$ cat config.mk
export PLATFORM = sky130hd
export DESIGN_NAME = lac_ctrl
export DESIGN_NICKNAME = d
export VERILOG_FILES = /design/src/rtl/lac_pkg.sv /design/src/rtl/lac_ctrl.sv
export VERILOG_INCLUDE_DIRS = /design/src /design/src/rtl
export SDC_FILE = /design/constraint.sdc
export NUM_CORES = 1
export LEC_CHECK = 0
export BUFFER_PORTS_ARGS = -buffer_cell sky130_fd_sc_hd__clkbuf_2
export CAP_MARGIN = 20
export CORE_ASPECT_RATIO = 0.75
export CORE_MARGIN = 8
export CORE_UTILIZATION = 50
export DETAILED_ROUTE_END_ITERATION = 8
export GPL_TIMING_DRIVEN = 1
export PLACE_DENSITY = 0.75
export SLEW_MARGIN = 40
export SYNTH_ARGS = -nofsm -noshare
export SYNTH_HDL_FRONTEND = slang
export SYNTH_SLANG_ARGS = --single-unit
$ cat constraint.sdc
create_clock -name clk -period 44.3 [get_ports clk]
set_clock_uncertainty 0.05 [all_clocks]
set_input_delay 4.43 -clock clk [delete_from_list [all_inputs] [get_ports clk]]
set_output_delay 4.43 -clock clk [all_outputs]
set_load 0.01 [all_outputs]
$ cat src/rtl/lac_cfg.svh
// Purpose : constants for the link aggregation control block
// Assumes : 10 MHz clock
// Notes   : times in seconds, counts derived from the clock rate
`ifndef LAC_CFG_SVH
`define LAC_CFG_SVH
`define LAC_CLK_HZ          10000000
`define LAC_TICK_CYC        (`LAC_CLK_HZ)
`define LAC_SHORT_TX_S      1
`define LAC_SHORT_EXP_S     3
`define LAC_LONG_TX_S       30
`define LAC_LONG_EXP_S      90
`define LAC_MIN_LINKS_RST   6'h01
`define LAC_MIN_LINKS_MAX   6'h20
`define LAC_PRIO_RST        16'h8000
`endif

$ cat src/rtl/lac_pkg.sv
// Purpose : types for the link aggregation control block
// Assumes : nothing
// Notes   : per-port configuration travels as one packed struct
package lac_pkg;
  typedef enum logic [1:0] {
    LAC_MODE_NONE,
    LAC_MODE_STATIC,
    LAC_MODE_ACTIVE,
    LAC_MODE_PASSIVE
  } lac_mode_t;

  typedef enum logic [1:0] {
    LAC_PDU_DROP,
    LAC_PDU_FLOOD_VLAN,
    LAC_PDU_FLOOD_BD,
    LAC_PDU_TRAP_CPU
  } lac_pdu_act_t;

  typedef struct packed {
    lac_mode_t   mode;
    logic        member;
    logic        short_to;
    logic        fwd_en;
    logic        default_up;
    logic        admin_up;
    logic        prio_clr;
    logic [15:0] prio;
  } lac_port_cfg_t;

  typedef enum {
    LAC_ST_DETACHED,
    LAC_ST_WAITING,
    LAC_ST_COLL_DIST
  } lac_state_t;
endpackage

$ cat src/rtl/lac_ctrl.sv
// Purpose : link aggregation control for one aggregate of several ports
// Assumes : management writes config as plain levels; pdu_rx is one cycle
// Notes   : the aggregate key is the aggregate id, shared by all ports
//           timers count whole ticks, so an expiry may land up to one tick early
//           a port is dynamic only with member set and an active or passive mode
//
// How it works
// RULE_01 - aggregate is down when fewer members are up than the minimum
// RULE_02 - minimum members accepts 1 to 32 and resets to 1
// RULE_03 - active ports transmit pdus on their own
// RULE_04 - passive ports transmit only after hearing the partner
// RULE_05 - system id is system priority joined with switch mac
// RULE_06 - system priority 1 to 65535, resets to 32768, larger is lower
// RULE_07 - port priority 1 to 65535, default and cleared value 32768
// RULE_08 - short timeout sends every second and expires after 3 seconds
// RULE_09 - long timeout (default) sends every 30 s, expires after 90 s
// RULE_10 - pdus on ports without lacp configuration are dropped
// RULE_11 - forwarding enabled floods the pdu on its vlan
// RULE_12 - on a bridge domain delimiter vlan the pdu floods the domain
// RULE_13 - forwarding only on physical ports and static aggregates
// RULE_14 - forwarding on a static aggregate applies to every member
// RULE_15 - lacp enabled ports trap pdus to the cpu
// RULE_16 - forced activation brings a link up without partner pdus
// RULE_17 - forced activation only accepted on dynamic members
// RULE_18 - ports attach when they join and detach when they leave
// RULE_19 - control enables and disables collection and distribution
// RULE_20 - one conversation always maps to one member link
// RULE_21 - administrative key equals aggregate id; only equal keys aggregate
// RULE_22 - static members exchange no pdus, follow link and admin state
// RULE_23 - tx and expiry timers run from a common one second tick
// RULE_24 - partner expiry flags an event and drops the port from the set
`timescale 1ns/1ps
`default_nettype none
`include "lac_cfg.svh"

module lac_ctrl #(
  parameter int          NPORT    = 4,
  parameter int          TICK_CYC = `LAC_TICK_CYC,
  parameter logic [15:0] AGG_ID   = 16'h001E
) (
  input  wire logic                        clk,
  input  wire logic                        rst,
  input  wire lac_pkg::lac_port_cfg_t      port_cfg [NPORT],
  input  wire logic [NPORT-1:0]            link_up,
  input  wire logic [NPORT-1:0]            pdu_rx,
  input  wire logic [15:0]                 pdu_rx_key [NPORT],
  input  wire logic [NPORT-1:0]            rx_vlan_bd,
  input  wire logic                        agg_static,
  input  wire logic                        agg_fwd_en,
  input  wire logic [5:0]                  min_links_wr,
  input  wire logic                        min_links_we,
  input  wire logic [15:0]                 sys_prio_wr,
  input  wire logic                        sys_prio_we,
  input  wire logic                        sys_prio_clr,
  input  wire logic [47:0]                 sw_mac,
  input  wire logic [15:0]                 conv_hash,
  output logic                             agg_oper_up,
  output logic [63:0]                      sys_id,
  output logic [15:0]                      admin_key,
  output logic [5:0]                       min_links,
  output logic [15:0]                      port_prio [NPORT],
  output logic [NPORT-1:0]                 pdu_tx,
  output lac_pkg::lac_pdu_act_t            pdu_act [NPORT],
  output logic [NPORT-1:0]                 attached,
  output logic [NPORT-1:0]                 collecting,
  output logic [NPORT-1:0]                 distributing,
  output logic [NPORT-1:0]                 expired_evt,
  output logic [NPORT-1:0]                 cfg_reject,
  output logic [$clog2(NPORT)-1:0]         conv_port,
  output logic                             conv_valid
);

  // ---------------------------------------------------------------
  // shared one second tick
  // ---------------------------------------------------------------
  logic [31:0] tick_cnt_r;
  logic        tick_r;

  // a single tick for all ports keeps timers in step and saves area
  // the counter wraps at TICK_CYC so the tick period never drifts
  always_ff @(posedge clk) begin
    if (rst || tick_cnt_r == 32'(TICK_CYC - 1)) begin
      tick_cnt_r <= 32'h00000000;
    end else begin
      tick_cnt_r <= tick_cnt_r + 32'h00000001;
    end
  end

  // the tick is registered so every port sees it on the same edge
  always_ff @(posedge clk) begin
    tick_r <= !rst && (tick_cnt_r == 32'(TICK_CYC - 1)); // [RULE_23]
  end

  // ---------------------------------------------------------------
  // aggregate configuration
  // ---------------------------------------------------------------
  logic [15:0] sys_prio_r;

  // out of range writes are ignored so the stored value stays legal
  always_ff @(posedge clk) begin
    if (rst) begin
      min_links <= `LAC_MIN_LINKS_RST; // [RULE_02]
    end else if (min_links_we && min_links_wr != 6'h00 && min_links_wr <= `LAC_MIN_LINKS_MAX) begin
      min_links <= min_links_wr; // [RULE_02]
    end
  end

  // zero is not a legal priority, so a write of zero is dropped
  always_ff @(posedge clk) begin
    if (rst || sys_prio_clr) begin
      sys_prio_r <= `LAC_PRIO_RST; // [RULE_06]
    end else if (sys_prio_we && sys_prio_wr != 16'h0000) begin
      sys_prio_r <= sys_prio_wr; // [RULE_06]
    end
  end

  // system id: priority in the upper bits so a larger number ranks lower
  // the key is fixed at build time; it is this aggregate's own number
  always_ff @(posedge clk) begin
    if (rst) begin
      sys_id    <= 64'h0000000000000000;
      admin_key <= 16'h0000;
    end else begin
      sys_id    <= {sys_prio_r, sw_mac}; // [RULE_05] [RULE_06]
      admin_key <= AGG_ID; // [RULE_21]
    end
  end

  // ---------------------------------------------------------------
  // per port control
  // ---------------------------------------------------------------
  logic [NPORT-1:0] selected;

  genvar gi;
  generate
    for (gi = 0; gi < NPORT; gi++) begin : g_port
      // per port timers count ticks, so 7 bits cover the 90 tick expiry
      lac_pkg::lac_port_cfg_t c;
      logic        dyn;
      logic        stat;
      logic        lacp_on;
      logic [6:0]  tx_cnt_r;
      logic [6:0]  exp_cnt_r;
      logic        heard_r;
      logic        partner_ok_r;
      logic [6:0]  tx_per;
      logic [6:0]  exp_per;
      logic        key_ok;
      logic        up_ok;
      lac_pkg::lac_state_t st_r;

      // dyn joins by negotiation, stat by configuration alone; lacp_on is any lacp mode
      assign c       = port_cfg[gi];
      assign lacp_on = c.mode == lac_pkg::LAC_MODE_ACTIVE || c.mode == lac_pkg::LAC_MODE_PASSIVE;
      assign dyn     = c.member && (c.mode == lac_pkg::LAC_MODE_ACTIVE || c.mode == lac_pkg::LAC_MODE_PASSIVE);
      assign stat    = c.member && c.mode == lac_pkg::LAC_MODE_STATIC;
      assign tx_per  = c.short_to ? 7'(`LAC_SHORT_TX_S) : 7'(`LAC_LONG_TX_S); // [RULE_08] [RULE_09]
      assign exp_per = c.short_to ? 7'(`LAC_SHORT_EXP_S) : 7'(`LAC_LONG_EXP_S); // [RULE_08] [RULE_09]
      assign key_ok  = pdu_rx_key[gi] == AGG_ID; // [RULE_21]
      assign up_ok   = link_up[gi] && c.admin_up;

      // port priority; clear and zero both fall back to the default
      always_ff @(posedge clk) begin
        if (rst || c.prio_clr || c.prio == 16'h0000) begin
          port_prio[gi] <= `LAC_PRIO_RST; // [RULE_07]
        end else begin
          port_prio[gi] <= c.prio; // [RULE_07]
        end
      end

      // forced activation is refused outside dynamic membership
      always_ff @(posedge clk) begin
        if (rst) begin
          cfg_reject[gi] <= 1'b0;
        end else begin
          cfg_reject[gi] <= c.default_up && !dyn; // [RULE_17]
        end
      end

      // expiry timer: refreshed by each pdu with a matching key
      // a refresh in the cycle of the last tick wins, so a live partner never expires
      always_ff @(posedge clk) begin
        if (rst || !dyn || !link_up[gi]) begin
          exp_cnt_r    <= 7'h00;
          partner_ok_r <= 1'b0;
        end else if (pdu_rx[gi] && key_ok) begin
          exp_cnt_r    <= 7'h00;
          partner_ok_r <= 1'b1;
        end else if (tick_r && partner_ok_r) begin
          if (exp_cnt_r + 7'h01 >= exp_per) begin
            partner_ok_r <= 1'b0; // [RULE_08] [RULE_09]
            exp_cnt_r    <= 7'h00;
          end else begin
            exp_cnt_r <= exp_cnt_r + 7'h01;
          end
        end
      end

      // passive permission: a partner pdu opens it; leaving passive or expiry closes it,
      // so a port switched from active never inherits the right to speak
      always_ff @(posedge clk) begin
        if (rst || !dyn || !link_up[gi] || c.mode != lac_pkg::LAC_MODE_PASSIVE) begin
          heard_r <= 1'b0;
        end else if (pdu_rx[gi] && key_ok) begin
          heard_r <= 1'b1; // [RULE_04]
        end else if (tick_r && partner_ok_r && (exp_cnt_r + 7'h01 >= exp_per)) begin
          heard_r <= 1'b0; // [RULE_04] [RULE_24]
        end
      end

      // expiry event pulse, one cycle
      always_ff @(posedge clk) begin
        if (rst) begin
          expired_evt[gi] <= 1'b0;
        end else begin
          expired_evt[gi] <= dyn && link_up[gi] && !(pdu_rx[gi] && key_ok) && tick_r && partner_ok_r
                             && (exp_cnt_r + 7'h01 >= exp_per); // [RULE_24]
        end
      end

      // periodic transmit; passive waits until the partner spoke first
      // limitation: the first pdu waits for the next tick, up to a second after link up
      always_ff @(posedge clk) begin
        if (rst || !dyn || !link_up[gi]) begin
          tx_cnt_r   <= 7'h00;
          pdu_tx[gi] <= 1'b0; // [RULE_22]
        end else if ((c.mode == lac_pkg::LAC_MODE_ACTIVE || heard_r) && tick_r) begin // [RULE_03] [RULE_04]
          if (tx_cnt_r == 7'h00) begin
            pdu_tx[gi] <= 1'b1;
            tx_cnt_r   <= tx_per - 7'h01;
          end else begin
            pdu_tx[gi] <= 1'b0;
            tx_cnt_r   <= tx_cnt_r - 7'h01;
          end
        end else begin
          pdu_tx[gi] <= 1'b0;
        end
      end

      // mux state: detached, waiting for partner, collecting/distributing
      // waiting covers both a silent partner and a link that is down
      always_ff @(posedge clk) begin
        if (rst) begin
          st_r <= lac_pkg::LAC_ST_DETACHED;
        end else begin
          case (st_r)
            lac_pkg::LAC_ST_DETACHED: begin
              if (c.member && c.mode != lac_pkg::LAC_MODE_NONE) begin
                st_r <= lac_pkg::LAC_ST_WAITING; // [RULE_18]
              end
            end
            lac_pkg::LAC_ST_WAITING: begin
              if (!c.member || c.mode == lac_pkg::LAC_MODE_NONE) begin
                st_r <= lac_pkg::LAC_ST_DETACHED; // [RULE_18]
              end else if (up_ok && (stat || partner_ok_r || c.default_up)) begin
                st_r <= lac_pkg::LAC_ST_COLL_DIST; // [RULE_16] [RULE_22]
              end
            end
            lac_pkg::LAC_ST_COLL_DIST: begin
              if (!c.member || c.mode == lac_pkg::LAC_MODE_NONE) begin
                st_r <= lac_pkg::LAC_ST_DETACHED; // [RULE_18]
              end else if (!up_ok || (dyn && !partner_ok_r && !c.default_up)) begin
                st_r <= lac_pkg::LAC_ST_WAITING; // [RULE_24]
              end
            end
            default: st_r <= lac_pkg::LAC_ST_DETACHED;
          endcase
        end
      end

      assign selected[gi] = st_r == lac_pkg::LAC_ST_COLL_DIST;

      // attach and collect/distribute flags follow the state
      always_ff @(posedge clk) begin
        if (rst) begin
          attached[gi]     <= 1'b0;
          collecting[gi]   <= 1'b0;
          distributing[gi] <= 1'b0;
        end else begin
          attached[gi]     <= st_r != lac_pkg::LAC_ST_DETACHED; // [RULE_18]
          collecting[gi]   <= selected[gi]; // [RULE_19]
          distributing[gi] <= selected[gi]; // [RULE_19]
        end
      end

      // received pdu policy: lacp trap beats any forwarding setting
      // any lacp mode traps, member or not, so no lacp port ever floods a pdu
      always_ff @(posedge clk) begin
        if (rst) begin
          pdu_act[gi] <= lac_pkg::LAC_PDU_DROP;
        end else if (lacp_on) begin
          pdu_act[gi] <= lac_pkg::LAC_PDU_TRAP_CPU; // [RULE_15] [RULE_13]
        end else if (c.fwd_en || (stat && agg_static && agg_fwd_en)) begin // [RULE_14]
          pdu_act[gi] <= rx_vlan_bd[gi] ? lac_pkg::LAC_PDU_FLOOD_BD
                                        : lac_pkg::LAC_PDU_FLOOD_VLAN; // [RULE_11] [RULE_12]
        end else begin
          pdu_act[gi] <= lac_pkg::LAC_PDU_DROP; // [RULE_10]
        end
      end
    end
  endgenerate

  // ---------------------------------------------------------------
  // aggregate state and conversation mapping
  // ---------------------------------------------------------------
  logic [6:0] up_cnt;
  logic [6:0] idx_cnt;
  logic [6:0] pick;

  // counts members in collecting/distributing and picks the n-th one
  always_comb begin
    up_cnt  = 7'h00;
    idx_cnt = 7'h00;
    pick    = 7'h00;
    for (int i = 0; i < NPORT; i++) begin
      up_cnt = up_cnt + 7'(selected[i]);
    end
    for (int i = 0; i < NPORT; i++) begin
      if (selected[i]) begin
        if (up_cnt != 7'h00 && idx_cnt == 7'(conv_hash % 16'(up_cnt))) begin
          pick = 7'(i);
        end
        idx_cnt = idx_cnt + 7'h01;
      end
    end
  end

  // the same hash over the same member set always lands on one link
  // limitation: a change of the member set may move a conversation once
  always_ff @(posedge clk) begin
    if (rst) begin
      agg_oper_up <= 1'b0;
      conv_port   <= '0;
      conv_valid  <= 1'b0;
    end else begin
      agg_oper_up <= up_cnt != 7'h00 && up_cnt >= 7'(min_links); // [RULE_01]
      conv_port   <= pick[$clog2(NPORT)-1:0]; // [RULE_20]
      conv_valid  <= up_cnt != 7'h00;
    end
  end

endmodule
`default_nettype wire

==> out/metrics.cfg, run 1 <==
[run_status]
status=complete, no violations

[clock_tree]
cts.hold.buffers_added=0
postCtsSetupBuffers=0
cts_tree=yes
cts_made_buffers=28
clock_sinks=288
postCtsResizedCells=0
clk_latency_ps=570
h-tree-depth=1
path_clk_slew_ps=60
cts_root_buf=clkbuf_16
clock_path_buffers=3

[placed_design]
portBuffers=438
hpwlAfterDp_um=42640
gp_congestion=0.9905
placed_area_sq_um=18780
place_ws_ps=11070

[timing]
relSlewSlack_pct=44.56
clock.fmax_ghz=0.02998
worst_slack_ps=10950
finalCritPeriodShare_pct=75.29
setup_viol=0
fin_setup_tns_ps=0
drv_slew=0
worst_pin_slew_ps=808.5
holdWs_ps=399.2
period_needed_ps=33350
rsz0062_at_grt=no
hold_viol=0

[layout]
nFillCells=2824
multiInputGateArea_sq_um=9991
area_growth_pct=21.11
final_util_pct=61.27
regArea_sq_um=5766
drive_gt1_share_pct=23.23
stdcell_area_sq_um=19750
nets=2706

[route]
route.detailed.drc=0
firstDrtPassIters=5
totalWireLength_um=52760
drtAntennaViolNets=0
drt_iter0_markers=1248
routed_via_density=5.721
post_drt_wl_per_cell_um=18.69
vias=16151

[worst_setup_path]
critPathArrivalTime_ps=33730
required_ps=44680
end_kind=flip-flop
crit_type=in2reg
reg2reg_slack_ps=13300
crit_fanout=10
worst_path_largest_cell_delay_ps=670
cp_slowest_cell=o2111ai_1
critPathLaunchType=primary input

[job]
cap_violations=0

[floorplanning]
die_h_um=172.4
io_pins=451
floorplan.die_area_sq_um=38710
rows=57
initial_utilization_pct=50.59
coreArea_sq_um=32240
die-width_um=224.5

[logic_synthesis]
async_flop_share_pct=0
synth_edf_count=0
netlist_instances=1951
synth.avg_cell_area_sq_um=8.359
synth_cell_type_count=109
synth-seq-cells=288
ys.flop_type=dfxtp_1
synth_warnings=0
synth_area_leaders=dfxtp_1, ha_1, nor2_1, a21oi_1, nor2b_1
syn-cell-area_sq_um=16310
synth_top_area_share_pct=35.35
yosys.area.top_type=dfxtp_1
synth-seq-area-share_pct=35.35

[worst_hold_path]
hp-class=reg2reg

[grt]
grt_max_degree=61
grt.total_usage_pct=25.34
grt_pass1_wl_um=80480
grt_overflow=0
grt_pass1_vias=15238
grt_antenna_before_repair=4

[pwr]
leakage_nw=8.499
powerDensity_nw_per_um2=56.73
vdd_drop_max_v=0.00004936

-- logic make-up (layout without fill, tap and decap cells) --
group | Yosys count | in the layout | share of synthesized area (%)
AND/OR/NAND/NOR | 887 | 887 | 29.15
AO/OA/AOI/OAI | 437 | 437 | 18.35
flip-flops | 288 | 288 | 35.35
buffers and inverters | 137 | 551 | 3.782
adder cells (fa/ha/maj) | 85 | 85 | 6.614
XOR/XNOR | 75 | 75 | 4.112
multiplexers | 41 | 41 | 2.616
other | 1 | 17 | 0.02299
-- per-layer routing --
metal,up-vias,global-route usage [%],part of all wire [%]
met5,-,0,0
met4,0,7.891,2.8
met3,85,5.983,8.6
met2,680,41.67,47
met1,7566,32.77,42
li1,7820,-,-
-- cells in the mapped netlist (9+ instances only) --
library cell  count
xor2_1           29
mux2i_1          31
nor3b_1           9
dfxtp_1         288
xnor2_1          45
nor4_1           37
nand4_1          20
o211ai_1         16
nand3_1          73
or3_1            18
nor2b_1          83
and3_1           31
nor2_1          219
nand2b_1         38
a21oi_1         125
o21ai_1          10
a211o_1          11
a211oi_1         17
o31ai_1           9
a21o_1           19
inv_1            54
nand2_1         132
or4_1            14
and4_1            9
nor3_1           74
and2_1           66
o21ai_0          92
clkbuf_1         54
ha_1             83
o21a_1           26
buf_4            20
-- per-stage QoR --
stage,instances,power (mW)
5_1_grt,2822,1.189
4_1_cts,2818,1.107
6_report,2823,1.121
2_1_floorplan,1962,0.7278
3_5_place_dp,2768,0.8589
3_3_place_gp,2766,0.8579
-- cell usage in the layout, fill, tap and decap left out, types with 7 or more instances in the layout --
master     synthesis  routed
nor2b_1           83      83
and2_1            66      66
clkbuf_1          54       7
inv_1             54      54
a21o_1            19      19
conb_1             1      12
o211ai_1          16      16
nor4b_1            8       8
nand2_1          132     132
a211o_1           11      11
mux2_2             7       7
dfxtp_1          288     288
nand3b_1           7       7
o21a_1            26      26
clkbuf_16          0      28
a21oi_1          125     125
nor3_1            74      72
o41ai_1            8       8
a211oi_1          17      17
mux2i_1           31      31
o21ai_1           10      10
nand2b_1          38      38
or4_1             14      14
nand4_1           20      20
and3_1            31      31
nor2_1           219     219
ha_1              83      83
nor4_1            37      37
nor3b_1            9       9
xor2_1            29      29
nand3_1           73      73
or3_1             18      18
clkbuf_2           0     437
o31ai_1            9       8
buf_4             20       9
o21ai_0           92      92
xnor2_1           45      45
and4_1             9       9
-- sequential cells by signal, indices dropped and copies added (netlist names), 2 cells and up --
name                 flops
conv_port                2
expired_evt              4
port_prio               64
g_port.tx_cnt_r         28
pdu_tx                   4
sys_prio_r              16
sys_id                  64
g_port.exp_cnt_r        28
g_port.partner_ok_r      4
tick_cnt_r              32
min_links                6
cfg_reject               4
g_port.st_r              8
distributing             4
g_port.heard_r           4
attached                 4
pdu_act                  8
-- path summary, 6_finish.rpt --
check	from	endpoint	depth (start not counted)
setup / recovery	conv_hash[2]	conv_port[0]	121
hold reg to reg	sys_prio_r[2]	sys_prio_r[2]	2
setup reg to reg	g_port[1].st_r[0]	conv_port[0]	127
hold / removal	sys_prio_r[2]	sys_prio_r[2]	2
-- worst max-delay path, delay by kind of cell --
kind | cells | cell delay (ps)
compound gates | 50 | 11130
fa+ha+maj | 15 | 4750
buf+inv | 7 | 830
mux | 6 | 2170
simple gates | 43 | 10440
-- where the power goes --
| group | internal [mW] | switching [mW] |
|---|---|---|
| registers | 0.266 | 0.00280 |
| clock network | 0.145 | 0.103 |
| logic | 0.205 | 0.399 |
| total | 0.616 | 0.505 |
-- layout make-up --
cell class / instances / area share, %
Sequential cell: 288 / 29.19
Timing Repair Buffer: 447 / 11.47
Tap cell: 442 / 2.800
Inverter: 54 / 1.026
Clock inverter: 9 / 0.7665
Antenna cell: 5 / 0.06335
Clock buffer: 41 / 4.099
Multi-Input combinational cell: 1537 / 50.58
(Power assumes the default switching activity.)
==> run 2, diff against run 1 <==
==> constraint.sdc (replaced) <==
create_clock -name clk -period 30.8 [get_ports clk]
set_clock_uncertainty 0.05 [all_clocks]
set_input_delay 3.08 -clock clk [delete_from_list [all_inputs] [get_ports clk]]
set_output_delay 3.08 -clock clk [all_outputs]
set_load 0.01 [all_outputs]
==> run 2 against run 1 <==
Worst setup slack got worse by 9400 ps. Hold slack improved by 2.6 ps. Register-to-register slack worse by 11000 ps. Sequential power is 44% higher. Global-route usage is 0.27 points higher. Critical endpoint is now conv_port[1]. Largest power group unchanged.
==> out/metrics.cfg, run 2 (synthesized netlist as in run 1, its figures left out) <==
[placed_design]
hpwlAfterDp_um=43150  ; +1.2%
portBuffers=438  ; unchanged
place_ws_ps=-525.2  ; -11590 ps
placed_cells=2770  ; +0.072%
placed_area_sq_um=18790  ; about the same
gp_congestion=1.000  ; +0.96%

[clock_tree]
cts_made_buffers=29  ; +3.6%
path_clk_slew_ps=70  ; about the same
clk_latency_ps=570  ; about the same
cts_root_buf=clkbuf_16
cts_tree=yes
clock_path_buffers=3  ; unchanged
clock_sinks=288  ; unchanged
h-tree-depth=1  ; unchanged

[grt]
grt_overflow=0  ; unchanged
grt_antenna_before_repair=8  ; +4
grt_max_degree=71  ; +16%
grt.total_usage_pct=25.61  ; +0.27 points
grt_pass1_vias=15422  ; +1.2%
grt_pass1_wl_um=81060  ; +0.72%

[route]
routed_via_density=5.675  ; -0.81%
totalWireLength_um=53890  ; +2.1%
vias=16184  ; +0.20%
drtAntennaViolNets=0  ; unchanged
route.detailed.drc=0  ; unchanged
firstDrtPassIters=5  ; unchanged
post_drt_wl_per_cell_um=18.89  ; +1.1%
drt_iter0_markers=1206  ; -3.4%

[timing]
worst_slack_ps=1565  ; -9381 ps
period_needed_ps=29240
worst_pin_slew_ps=815.2  ; +6.746 ps
holdWs_ps=401.8  ; +2.568 ps
setup_viol=0  ; unchanged
finalCritPeriodShare_pct=94.92
relSlewSlack_pct=45.59  ; +1.0 points
fin_setup_tns_ps=0  ; unchanged
hold_viol=0  ; unchanged
clock.fmax_ghz=0.03421
drv_slew=0  ; unchanged

[worst_setup_path]
cp_slowest_cell=or4_4
r2r-start=g_port[0].st_r[0]
cpMostUsedCell=ha_1
r2r_end=conv_port[1]
end_kind=flip-flop
reg2reg_slack_ps=2520  ; -10780 ps
ff2ff_path_depth=125  ; -1.6%
critPathLaunchType=primary input
required_ps=31190  ; -13490 ps
crit_type=in2reg
critPathArrivalTime_ps=29630  ; -4100 ps
cp_num_buf_inv=8  ; +1
crit_fanout=10  ; unchanged
worst_path_largest_cell_delay_ps=590  ; -80 ps
cp_top_family=simple AND/OR/NAND/NOR gates

[pwr]
swShare_pct=45.16  ; +0.10 points
total_power_mw=1.697  ; +51%
combPwrFrac_pct=54.5  ; +0.6 points
leakage_nw=8.711  ; +2.5%
pwr-share-clk_pct=22.7  ; +0.6 points
switchingPower_mw=0.7662  ; +52%
pwr-share-seq_pct=22.8  ; -1.2 points
powerDensity_nw_per_um2=84.15  ; +48%
p_int_mw=0.9305  ; +51%
vdd_drop_max_v=0.00005972  ; +21%

[layout]
drive_gt1_share_pct=25.25  ; +2.0 points
final_util_pct=62.55  ; +1.3 points
final_common_cell=clkbuf_2
largest_registers=port_prio: 64 flops, sys_id: 64 flops, tick_cnt_r: 32 flops
fin_cells=2852  ; +1.0%
area_growth_pct=23.64
nFillCells=2778  ; -1.6%
mostFrequentLayoutCells=clkbuf_2, dfxtp_1, nor2_1
stdcell_area_sq_um=20160  ; +2.1%
nets=2727  ; +0.78%

[floorplanning]
die_h_um=172.4  ; unchanged
coreArea_sq_um=32240  ; unchanged
io_pins=451  ; unchanged
rows=57  ; unchanged
floorplan.die_area_sq_um=38710  ; unchanged
die-width_um=224.5  ; unchanged
initial_utilization_pct=50.59  ; unchanged

[worst_hold_path]
min_from=sys_prio_r[2]
hp-class=reg2reg
hold_depth=2  ; unchanged
hold_end=sys_prio_r[2]

[run_status]
status=complete, no violations

[job]
cap_violations=0  ; unchanged

run 2: changes by cell type in the layout (fill, tap and decap cells not counted), moves of 3 or more:
cell / change
o21ai_0: -7
mux2i_2: +3
a21oi_2: +6
a21oi_1: -6
o21ai_1: +6
diode_2: +5
buf_4: +20
clkbuf_1: -5
clkinv_2: +4
nor3_1: -4
nor2b_1: -5
nor2b_4: +3
mux2i_1: -4
run 2: cell type report:
| class | count | area, sq um | share of cell area [%] |
|---|---|---|---|
| repair buffers | 467 | 2416 | 11.98 |
| diodes | 10 | 25.02 | 0.1241 |
| clock buffers | 37 | 815.8 | 4.046 |
| flip-flops and latches | 288 | 5766 | 28.59 |
| clock inverters | 17 | 237.7 | 1.179 |
| inverters | 54 | 202.7 | 1.005 |
| well taps | 442 | 553.0 | 2.743 |
| multi-input cells | 1537 | 10150 | 50.33 |
run 2: repair_timing:
item,4_1_cts,5_1_grt
resized for setup,0,43
setup buffers,0,18
setup endpoints to repair,0,2
hold buffers,0,0
run 2: per-layer routing:
layer	share of wire, %	vias up	global-route usage (%)
met5	0	-	0
met3	8.8	93	6.729
met1	42	7531	32.68
li1	-	7880	-
met2	46	680	41.67
met4	2.9	0	8.970
run 2: worst register-to-register path, delay by kind of cell (launching register included):
| kind | cells | cell delay (ps) |
|---|---|---|
| buf+inv | 10 | 1210 |
| simple gates | 46 | 9740 |
| mux | 7 | 2520 |
| compound gates | 44 | 8350 |
| fa+ha+maj | 18 | 5940 |
| flops | 1 | 350 |
run 2: worst max-delay path by stage:
stage,start,to,slack (ps),cells after the start
after floorplan,conv_hash[2],conv_port[0],3340,125
after global placement,conv_hash[2],conv_port[1],670,121
after detailed placement,conv_hash[2],conv_port[1],-530,121
after CTS,conv_hash[2],conv_port[1],0.9,121
after global routing,conv_hash[2],conv_port[1],-150,123
final,conv_hash[2],conv_port[1],1560,119
run 2: power groups by stage:
stage | logic (mW) | clock network, mW | registers, mW
global placement | 0.849 | 0 | 0.394
global route | 0.998 | 0.408 | 0.387
floorplan | 0.648 | 0 | 0.399
finish | 0.925 | 0.385 | 0.387
CTS | 0.857 | 0.391 | 0.386
detailed placement | 0.853 | 0 | 0.395
